==> config.mk <==
export PLATFORM = sky130hd
export DESIGN_NAME = panel_ctrl
export DESIGN_NICKNAME = d
export VERILOG_FILES = /design/src/include/panel_pkg.sv /design/src/core/pin_sync.sv /design/src/core/panel_ctrl.sv
export SDC_FILE = /design/constraint.sdc
export NUM_CORES = 1
export LEC_CHECK = 0
export BUFFER_PORTS_ARGS = -buffer_cell sky130_fd_sc_hd__clkbuf_2
export CORE_MARGIN = 8
export CORE_UTILIZATION = 35
export CTS_CLUSTER_DIAMETER = 150
export DETAILED_ROUTE_END_ITERATION = 8
export SLEW_MARGIN = 25
export SYNTH_ARGS = -nofsm -noshare
export SYNTH_HDL_FRONTEND = slang
export SYNTH_SLANG_ARGS = --single-unit
==> constraint.sdc <==
create_clock -name clock -period 20.4 [get_ports clock]
set_input_delay 2.04 -clock clock [delete_from_list [all_inputs] [get_ports clock]]
set_output_delay 2.04 -clock clock [all_outputs]
set_load 0.1 [all_outputs]
==> src/include/panel_pkg.sv <==
// Constants, codes and carrier types for the front-panel control block.
// Assumes a single clock domain; keys and straps arrive asynchronously on pins.
package panel_pkg;
  // ---------------------------------------------------------------
  // Register map and bus
  // ---------------------------------------------------------------
  localparam int ADDR_W = 8;
  localparam int DATA_W = 32;
  localparam int SET_W = 16;
  localparam logic [ADDR_W-1:0] REG_STATUS = 8'h00;
  localparam logic [ADDR_W-1:0] REG_VSET = 8'h04;
  localparam logic [ADDR_W-1:0] REG_ISET = 8'h08;
  localparam logic [ADDR_W-1:0] REG_IRQ_STAT = 8'h0C;
  localparam logic [ADDR_W-1:0] REG_IRQ_MASK = 8'h10;
  localparam logic [ADDR_W-1:0] REG_PROG = 8'h14;
  localparam logic [SET_W-1:0] SET_RST = 16'h0000;
  // ---------------------------------------------------------------
  // Pin vector layout
  // ---------------------------------------------------------------
  localparam int KEY_LOCAL = 0;
  localparam int KEY_OUTPUT = 1;
  localparam int KEY_MENU = 2;
  localparam int KEY_ENTER = 3;
  localparam int KEY_CLEAR = 4;
  localparam int KEY_UP = 5;
  localparam int KEY_DOWN = 6;
  localparam int KEY_DIG0 = 7;
  localparam int CC_SENSE = 17;
  localparam int PWRUP_OUT_ON = 18;
  localparam int SYNC_W = 19;
  // ---------------------------------------------------------------
  // Settings
  // ---------------------------------------------------------------
  localparam logic [3:0] CONTRAST_MIN = 4'h0;
  localparam logic [3:0] CONTRAST_MAX = 4'h9;
  localparam logic [3:0] CONTRAST_RST = 4'h5;
  localparam logic SPEAKER_RST = 1'b1;
  // ---------------------------------------------------------------
  // Interrupt status bits
  // ---------------------------------------------------------------
  localparam int IRQ_REMOTE = 0;
  localparam int IRQ_LOCAL = 1;
  localparam int IRQ_OUTPUT = 2;
  localparam int IRQ_FAULT = 3;
  localparam int IRQ_RECOVER = 4;
  localparam int IRQ_W = 5;
  // ---------------------------------------------------------------
  // Types
  // ---------------------------------------------------------------
  typedef enum logic [3:0] {
    TOP_TEST = 4'h1, TOP_RETRY = 4'h2, TOP_RUN = 4'h4, TOP_FAIL = 4'h8
  } top_t;
  typedef enum logic [2:0] {
    MENU_NONE = 3'h1, MENU_CONTRAST = 3'h2, MENU_SPEAKER = 3'h4
  } menu_t;
  typedef enum logic [2:0] {
    no_fault = 3'h0, program_memory_fault = 3'h1, working_memory_fault = 3'h2,
    nonvolatile_pot_fault = 3'h3, nonvolatile_status_fault = 3'h4,
    page_check_fault = 3'h5, configuration_check_fault = 3'h6
  } fault_t;
  typedef struct packed {
    logic [ADDR_W-1:0] addr;
    logic [DATA_W-1:0] wdata;
    logic wr;
    logic rd;
  } bus_req_t;
  typedef struct packed {
    logic remote_ind;
    logic remote_locked_indicator;
    logic local_ind;
    logic top_off;
    logic constant_voltage_regulation;
    logic constant_current_regulation;
    logic bottom_measured;
    fault_t fault;
  } display_t;
  typedef struct packed {
    top_t top;
    menu_t menu;
    logic launched;
    logic boot;
    logic remote;
    logic locked;
    logic out_en;
    logic speaker_en;
    logic [3:0] contrast;
    fault_t fault;
    logic [SET_W-1:0] v_set;
    logic [SET_W-1:0] i_set;
    logic [SET_W-1:0] v_prog;
    logic [SET_W-1:0] i_prog;
    logic [IRQ_W-1:0] irq_stat;
    logic [IRQ_W-1:0] irq_mask;
    logic [DATA_W-1:0] rdata;
    logic test_start;
    logic beep;
  } state_t;
endpackage : panel_pkg

==> src/core/pin_sync.sv <==
// Three-stage synchroniser with agreement filter and press detector per pin.
// Assumes pins are asynchronous to clock; rst_n is already synchronised.
`timescale 1ns/100ps
module pin_sync #(
  parameter int WIDTH = 1
) (
  input wire logic clock,
  input wire logic rst_n,
  input wire logic [WIDTH-1:0] pins,
  output logic [WIDTH-1:0] level,
  output logic [WIDTH-1:0] press
);
  if (WIDTH < 1) begin : g_bad_width
    $error("pin_sync: WIDTH must be at least 1");
  end

  // ---------------------------------------------------------------
  // Per-pin stages
  // ---------------------------------------------------------------
  for (genvar g = 0; g < WIDTH; g++) begin : g_pin
    logic s1_r, s2_r, s3_r, lvl_r, prs_r;
    always_ff @(posedge clock or negedge rst_n) begin
      if (!rst_n) begin
        s1_r <= 1'b0;
        s2_r <= 1'b0;
        s3_r <= 1'b0;
        lvl_r <= 1'b0;
        prs_r <= 1'b0;
      end else begin
        s1_r <= pins[g];
        s2_r <= s1_r;
        s3_r <= s2_r;
        // Change counts only once two late stages agree
        if (s2_r == s3_r) begin
          lvl_r <= s3_r;
        end
        prs_r <= (s2_r == s3_r) && s3_r && !lvl_r;
      end
    end
    assign level[g] = lvl_r;
    assign press[g] = prs_r;
  end
endmodule : pin_sync

==> src/core/panel_ctrl.sv <==
// Front-panel control: local/remote, lockout, contrast, speaker, output gate,
// self-test faults with retry. Assumes a register master on the same clock,
// keypad and strap pins asynchronous, remote commands as one-cycle pulses.
//
// Our own choices: the address map and the address-and-strobe port.
`timescale 1ns/100ps
module panel_ctrl
  import panel_pkg::*;
(
  input wire logic clock,
  input wire logic rstn,
  input wire bus_req_t bus,
  output logic [DATA_W-1:0] rdata,
  output logic irq,
  input wire logic [SYNC_W-1:0] panel_pins,
  input wire logic cmd_remote,
  input wire logic cmd_lockout,
  input wire logic cmd_unlock,
  output logic test_start,
  input wire logic test_done,
  input wire logic test_pass,
  input wire fault_t test_fault,
  input wire logic op_fault,
  input wire fault_t op_fault_code,
  output display_t display,
  output logic [3:0] contrast,
  output logic speaker_en,
  output logic beep,
  output logic out_en,
  output logic [SET_W-1:0] v_prog,
  output logic [SET_W-1:0] i_prog
);
  // ---------------------------------------------------------------
  // Reset release
  // ---------------------------------------------------------------
  logic rst_a_r, rst_n;
  always_ff @(posedge clock or negedge rstn) begin
    if (!rstn) begin
      rst_a_r <= 1'b0;
      rst_n <= 1'b0;
    end else begin
      rst_a_r <= 1'b1;
      rst_n <= rst_a_r;
    end
  end

  // ---------------------------------------------------------------
  // Pins
  // ---------------------------------------------------------------
  logic [SYNC_W-1:0] lvl, prs;
  pin_sync #(.WIDTH(SYNC_W)) u_sync (
    .clock(clock),
    .rst_n(rst_n),
    .pins(panel_pins),
    .level(lvl),
    .press(prs)
  );

  // ---------------------------------------------------------------
  // State
  // ---------------------------------------------------------------
  state_t s, n;
  logic keys_ok, any_key, dig_hit;
  logic [3:0] dig;
  logic [IRQ_W-1:0] ev, w1c;

  always_comb begin
    n = s;
    n.test_start = 1'b0;
    n.rdata = '0;
    ev = '0;
    dig = 4'h0;
    dig_hit = 1'b0;
    for (int k = 0; k < 10; k++) begin
      if (prs[KEY_DIG0 + k]) begin
        dig = 4'(k);
        dig_hit = 1'b1;
      end
    end
    any_key = |prs[KEY_DIG0 + 9:KEY_LOCAL];
    keys_ok = (s.top == TOP_RUN) && !s.remote;

    // Remote and lockout
    // Lockout landing in the same cycle beats the local key
    if (s.remote && prs[KEY_LOCAL] && !s.locked && !cmd_lockout) begin
      n.remote = 1'b0;
      ev[IRQ_LOCAL] = 1'b1;
    end
    if (cmd_remote) begin
      n.remote = 1'b1;
      if (!s.remote) ev[IRQ_REMOTE] = 1'b1;
    end
    if (cmd_lockout && s.remote) begin
      n.locked = 1'b1;
    end
    if (cmd_unlock) begin
      n.locked = 1'b0;
    end
    if (n.remote) begin
      n.menu = MENU_NONE;
    end

    // Menus and output key, local only
    if (keys_ok) begin
      case (s.menu)
        MENU_NONE: begin
          if (prs[KEY_MENU]) n.menu = MENU_CONTRAST;
          if (prs[KEY_OUTPUT]) begin
            n.out_en = !s.out_en;
            ev[IRQ_OUTPUT] = 1'b1;
          end
        end
        MENU_CONTRAST: begin
          if (prs[KEY_UP] && s.contrast < CONTRAST_MAX) n.contrast = s.contrast + 4'h1;
          if (prs[KEY_DOWN] && s.contrast > CONTRAST_MIN) n.contrast = s.contrast - 4'h1;
          if (dig_hit) n.contrast = dig;
          if (prs[KEY_MENU]) n.menu = MENU_SPEAKER;
          if (prs[KEY_ENTER] || prs[KEY_CLEAR]) n.menu = MENU_NONE;
        end
        MENU_SPEAKER: begin
          if (prs[KEY_DIG0 + 1]) n.speaker_en = 1'b1;
          if (prs[KEY_DIG0]) n.speaker_en = 1'b0;
          if (prs[KEY_MENU] || prs[KEY_ENTER] || prs[KEY_CLEAR]) n.menu = MENU_NONE;
        end
        default: n.menu = MENU_NONE;
      endcase
    end

    // Self-test and retry
    case (s.top)
      TOP_TEST: begin
        if (!s.launched) begin
          n.launched = 1'b1;
          n.test_start = 1'b1;
        end else if (test_done && test_pass) begin
          n.top = TOP_RUN;
          n.boot = 1'b0;
          // Strap read once per boot, when the boot test passes here or on its retry
          n.out_en = lvl[PWRUP_OUT_ON];
        end else if (test_done) begin
          n.fault = test_fault;
          n.test_start = 1'b1;
          n.top = TOP_RETRY;
          ev[IRQ_FAULT] = 1'b1;
        end
      end
      TOP_RETRY: begin
        if (test_done && test_pass) begin
          n.fault = no_fault;
          n.top = TOP_RUN;
          n.boot = 1'b0;
          if (s.boot) n.out_en = lvl[PWRUP_OUT_ON];
          ev[IRQ_RECOVER] = 1'b1;
        end else if (test_done) begin
          n.top = TOP_FAIL;
        end
      end
      TOP_RUN: begin
        if (op_fault) begin
          n.fault = op_fault_code;
          n.test_start = 1'b1;
          n.top = TOP_RETRY;
          ev[IRQ_FAULT] = 1'b1;
        end
      end
      TOP_FAIL: n.top = TOP_FAIL;
      default: n.top = TOP_FAIL;
    endcase

    // Register writes; hardware set beats software clear
    w1c = '0;
    if (bus.wr) begin
      case (bus.addr)
        REG_VSET: n.v_set = bus.wdata[SET_W-1:0];
        REG_ISET: n.i_set = bus.wdata[SET_W-1:0];
        REG_IRQ_STAT: w1c = bus.wdata[IRQ_W-1:0];
        REG_IRQ_MASK: n.irq_mask = bus.wdata[IRQ_W-1:0];
        default: w1c = '0;
      endcase
    end
    n.irq_stat = (s.irq_stat & ~w1c) | ev;

    // Setpoints are held while off so re-enable restores them
    n.v_prog = n.out_en ? n.v_set : SET_RST;
    n.i_prog = n.out_en ? n.i_set : SET_RST;

    // Ordinary beep gated, failure beep always
    n.beep = (any_key && keys_ok && s.speaker_en) || (n.top == TOP_FAIL);

    if (bus.rd) begin
      case (bus.addr)
        REG_STATUS: n.rdata = {13'h0000, s.fault, s.contrast, s.menu, s.top,
                               s.boot, s.speaker_en, s.out_en, s.locked, s.remote};
        REG_VSET: n.rdata = {16'h0000, s.v_set};
        REG_ISET: n.rdata = {16'h0000, s.i_set};
        REG_IRQ_STAT: n.rdata = {27'h0000000, s.irq_stat};
        REG_IRQ_MASK: n.rdata = {27'h0000000, s.irq_mask};
        REG_PROG: n.rdata = {s.i_prog, s.v_prog};
        default: n.rdata = '0;
      endcase
    end
  end

  always_ff @(posedge clock or negedge rst_n) begin
    if (!rst_n) begin
      s.top <= TOP_TEST;
      s.menu <= MENU_NONE;
      s.launched <= 1'b0;
      s.boot <= 1'b1;
      s.remote <= 1'b0;
      s.locked <= 1'b0;
      s.out_en <= 1'b0;
      s.speaker_en <= SPEAKER_RST;
      s.contrast <= CONTRAST_RST;
      s.fault <= no_fault;
      s.v_set <= SET_RST;
      s.i_set <= SET_RST;
      s.v_prog <= SET_RST;
      s.i_prog <= SET_RST;
      s.irq_stat <= '0;
      s.irq_mask <= '0;
      s.rdata <= '0;
      s.test_start <= 1'b0;
      s.beep <= 1'b0;
    end else begin
      s <= n;
    end
  end

  // ---------------------------------------------------------------
  // Outputs
  // ---------------------------------------------------------------
  assign rdata = s.rdata;
  assign irq = |(s.irq_stat & s.irq_mask);
  assign test_start = s.test_start;
  assign contrast = s.contrast;
  assign speaker_en = s.speaker_en;
  assign beep = s.beep;
  assign out_en = s.out_en;
  assign v_prog = s.v_prog;
  assign i_prog = s.i_prog;

  always_comb begin
    display.remote_ind = s.remote && !s.locked;
    display.remote_locked_indicator = s.locked;
    display.local_ind = !s.remote && !s.locked;
    display.top_off = !s.out_en;
    display.constant_voltage_regulation = s.out_en && !lvl[CC_SENSE];
    display.constant_current_regulation = s.out_en && lvl[CC_SENSE];
    display.bottom_measured = (s.top == TOP_RUN);
    display.fault = s.fault;
  end
endmodule : panel_ctrl

# Word level (Yosys, flattened, before mapping)
# Index checks and enable logic that the tools add are counted.
# W data, S select, Z words.
[classes]
eq_ne = 36
multipliers = 0
muxes = 85
order_cmp = 2
bitwise_logic = 4
shifts = 0
addsub = 2
n_div = 0
reduce_logical = 87
[op_table]
columns = ["cell", "n"]
rows = [
  ["$pmux W32 S6", 1],
  ["$mux W4", 18],
  ["$mux W16", 4],
  ["$mux W32", 2],
  ["$logic_and A1 B1 Y1", 48],
  ["$mux W1", 39],
  ["$mux W3", 11],
  ["$logic_not A1 Y1", 22],
  ["$eq A1 B1 Y1", 19],
  ["$pmux W3 S3", 2],
  ["$reduce_or A17 Y1", 1],
  ["$eq A8 B4 Y1 const B", 2],
  ["$eq A8 B5 Y1 const B", 2],
  ["$pmux W4 S3", 1],
  ["$and A5 B5 Y5", 2],
  ["$mux W5", 2],
  ["$ne A2 B2 Y1 const B", 5],
  ["$eq A8 B3 Y1 const B", 1],
  ["$logic_not A8 Y1", 1],
  ["$pmux W1 S2", 4],
  ["$mux W6", 1],
  ["$reduce_and A3 Y1", 2],
  ["$reduce_and A6 Y1", 1],
  ["$reduce_bool A2 Y1", 3],
  ["other kinds (17)", 22],
]
[word_totals]
n_memories = 0
latch_bits = 0
out_inout_bits = 83
register_bits = 223
rom_bits = 0
mem_bits_rw = 0

# Depth between registers and ports, before layout
[logic_depth]
depth_word = 17
ltp_mapped = 9
mapped_depth_nobuf = 9

# Modules after synthesis
# A second synthesis with hierarchy kept.
[hier_totals]
hier_cells = 727
hier_area_um2 = 9577.9
[modules_own_cells]
columns = ["mod", "area_each_um2", "seq_area_each_um2", "cells_each", "instances"]
rows = [
  ["panel_ctrl", 6273.5, 3260.6, 537, 1],
  ["pin_sync", 3304.4, 2377.3, 190, 1],
]

# Worst setup path before layout
# No wires, ideal clock.
[synth_path]
path_type = "register -> output"
from = "register out_en (netlist name)"
to = "output display[5] (netlist name)"
stages_incl_launch_ff = 3
arrival_ps = 3109
path_slack_ps = 15251
path_buffers = 0
path_cell_list = "dfrtp_1 inv_1 nor2_1"
[synth_lines]
columns = ["item", "line", "text"]
rows = [
  ["to (decl)", "panel_ctrl.sv:25", "output display_t display,"],
]

==> flow_metrics.tcl <==
set metrics [dict create \
    n_antenna_cell 0 \
    finalWorstPathRequiredPeriod_ns 4.118 \
    fin_worst_skew_ns 0.01385 \
    cts_buffers 24 \
    synth_top_family_by_area "simple AND/OR/NAND/NOR gates" \
    cts_tree "done" \
    via_count 5282 \
    fill_cells 2457 \
    critical_path.max_fanout 13 \
    ys_ff_latch 223 \
    synthCells 682 \
    synth.distinct_cells 72 \
    seq_area_frac_synth 0.6061 \
    fmax_mhz 242.8 \
    tightest_slew_ns 1.046 \
    post-cts-setup-buffer-count 0 \
    netlist_area_mm2 0.009220 \
    yosysTopAreaCellShare 0.5890 \
    p_per_area_mw_per_mm2 94.33 \
    worstPathArrival_ns 2.08 \
    clk_pin_slew_ns 0.06 \
    coreArea_mm2 0.02598 \
    hp-start "u_sync.g_pin[9].s1_r" \
    startpoint "s[126]" \
    synth.net_count 777 \
    antenna_found_initial 0 \
    grt_max_degree 158 \
    port_buffers 141 \
    avgSynthCellArea_um2 13.52 \
    drt_iter0_markers 313 \
    final_cell_area_mm2 0.01054 \
    wl_um 20120 \
    synth_fa_ha_area_frac 0.03013 \
    endpoint_kind "output port" \
    slew_headroom 0.3029 \
    yosys.cell_count.top_type "dfrtp_1" \
    path_class "flop to output port" \
    final-hold-violation-count 0 \
    firstDrtPassIters 4 \
    hpwl_um 14380 \
    clock_path_buffers 3 \
    fin_setup_tns_ns 0 \
    power_leakage_nw 5.014 \
    io-pin-count 158 \
    first_global_vias 5542 \
    die_height_um 178.3 \
    synth_simple_gate_area_frac 0.1257 \
    grt_pass1_wl_um 31460 \
    synth_warnings 0 \
    ys_dominant_reg_cell "dfrtp_1" \
    die_w_um 178.3 \
    synthTopCellsByArea "dfrtp_1 59%, buf_4 6.0%, mux2_2 5.7%, nor2b_1 3.3%, ha_1 2.6%" \
    synthXorXnorAreaFrac 0.002850 \
    nets 857 \
    clock-root-buffer "clkbuf_16" \
    reg2regPathDepth 6 \
    globalplace.congestion 0.7899 \
    die-area_mm2 0.03179 \
    start_util 0.3548 \
    cts.htree.levels 1 \
    hold_depth 0 \
    synth_async_sr_flop_share 1.000 \
    cts_hold_buf 0 \
    clk_latency_ns 0.51 \
    cp_slowest_cell "dfrtp_1" \
    route.detailed.drc 0 \
    cpPeakStageDelay_ns 0.59 \
    ys_top_cells_by_count "217 x dfrtp_1, 74 x buf_4, 48 x nor2b_1, 47 x mux2_2, 34 x nor2_1" \
    post_dp_cell_area_mm2 0.009728 \
    syn2layout_area_growth_pct 14.32 \
    worst-endpoint-required_ns 18.36 \
    cts.repair.resized 0 \
    yosysTopAreaCell "dfrtp_1" \
    ant_nets 0 \
    gr-usage-all-layers 0.1259 \
    status "finished, final reports clean" \
    setup_viol 0 \
    synth_compound_area_frac 0.07423 \
    ir_drop_uv 71.40 \
    slew_viol_final 0 \
    drive_gt1_frac 0.3538 \
    worstReg2RegStart "s[126]" \
    gr-total-overflow 0 \
    cp_cell_sequence "nor4b_4 > buf_4 > clkbuf_2" \
    start_kind "flop" \
    row_count 59 \
    drv_cap 0 \
    muxShareOfSynthArea 0.08617 \
    avgRoutedWirePerCell_um 18.04 \
    synth-edff-count 0 \
    cts.sinks 223 \
    finalCritPeriodShare 0.2019 \
    vias_per_cell 4.737 \
    min_path_type "flop to flop" \
    rsz0062_at_grt "false" \
]
routing by layer:
| metal | vias to the layer above | GRT usage | share of wire |
|---|---|---|---|
| li1 | 2465 | - | - |
| met1 | 2675 | 0.1722 | 0.46 |
| met2 | 115 | 0.2034 | 0.47 |
| met3 | 27 | 0.02413 | 0.050 |
| met4 | 0 | 0.03031 | 0.020 |
| met5 | - | 0 | 0 |
final timing paths:
| kind | end | slack, ns |
|---|---|---|
| hold / removal | u_sync.g_pin[9].s2_r | 0.34 |
| setup / recovery | display[3] | 16.28 |
| hold reg to reg | u_sync.g_pin[9].s2_r | 0.34 |
| max in group asynchronous | rdata[24] | 18.68 |
| setup reg to reg | v_prog[3] | 17.79 |
| min in group asynchronous | u_sync.g_pin[4].s1_r | 0.42 |
worst max-delay path, delay by kind of cell, from the launching register on:
kind / cells / cell delay, ns
AND/OR/NAND/NOR: 1 / 0.26
buffers and inverters: 2 / 0.70
flip-flops: 1 / 0.59
registers in the layout (all words and copies together) (netlist names):
signal / flops
s: 52
rdata: 32
u_sync.g_pin.lvl_r: 19
u_sync.g_pin.s1_r: 19
u_sync.g_pin.s2_r: 19
u_sync.g_pin.s3_r: 19
u_sync.g_pin.prs_r: 17
i_prog: 16
v_prog: 16
contrast: 4
display: 4
beep: 1
out_en: 1
rst_a_r: 1
rst_n: 1
speaker_en: 1
test_start: 1
power breakdown:
| group | internal (mW) | switching [mW] | total, mW |
|---|---|---|---|
| logic | 0.0259 | 0.0553 | 0.0812 |
| registers | 0.463 | 0.0149 | 0.478 |
| clock network | 0.266 | 0.169 | 0.435 |
cells by family after synthesis:
logic type / Yosys count
buffers and inverters: 98
other: 1
DFF: 223
muxes: 66
adders and majority gates: 22
AOI/OAI and AO/OA: 88
xor gates and xnor gates: 3
and+or+nand+nor: 181
final cells by class:
class	instances	area [um2]	area share
sequential	223	5592	0.5305
multi-input combinational	361	2950	0.2799
clock buffer	40	762.0	0.07229
timing repair buffer	143	733.2	0.06956
tap	335	419.2	0.03977
clock inverter	4	50.05	0.004748
inverter	9	33.78	0.003205
stage by stage:
stage / hold WS (ns) / power, mW / utilization / cells / setup slack (ns)
finish: 0.3410 / 0.9942 / 0.4056 / 1115 / 16.28
CTS: 0.3433 / 1.013 / 0.4056 / 1115 / 16.25
detailed placement: 0.3347 / 0.5691 / 0.3744 / 1071 / 15.97
floorplan: 0.3312 / 0.5479 / - / 682 / 13.74
global route: 0.3537 / 1.036 / 0.4056 / 1115 / 16.21
global placement: 0.3315 / 0.5668 / 0.3744 / 1071 / 15.97
cells in the final DEF (no fill, tap or decap), types with 3 or more instances in the layout:
cell type  count
mux2_4        10
xnor2_1        3
a22o_1         8
and3_1         4
nor2b_1       48
dfrtp_1      216
a21oi_1       10
a22oi_1       20
and2_1        17
nor2_1        34
nor3_2         3
ha_1          19
nand3b_1       4
o21ai_0        6
clkbuf_8       8
nand2_1       22
a221oi_1       6
clkbuf_1       7
nand4_1        3
clkbuf_16     25
nand3_1        6
a32oi_1        4
a31oi_1        3
nor2b_4        9
dfstp_2        6
nor3_1         6
clkbuf_2     141
o31ai_1        3
mux2i_1        7
inv_1          9
mux2_2        47
o22a_1         7
No activity file was read; power rests on OpenSTA's default activity.
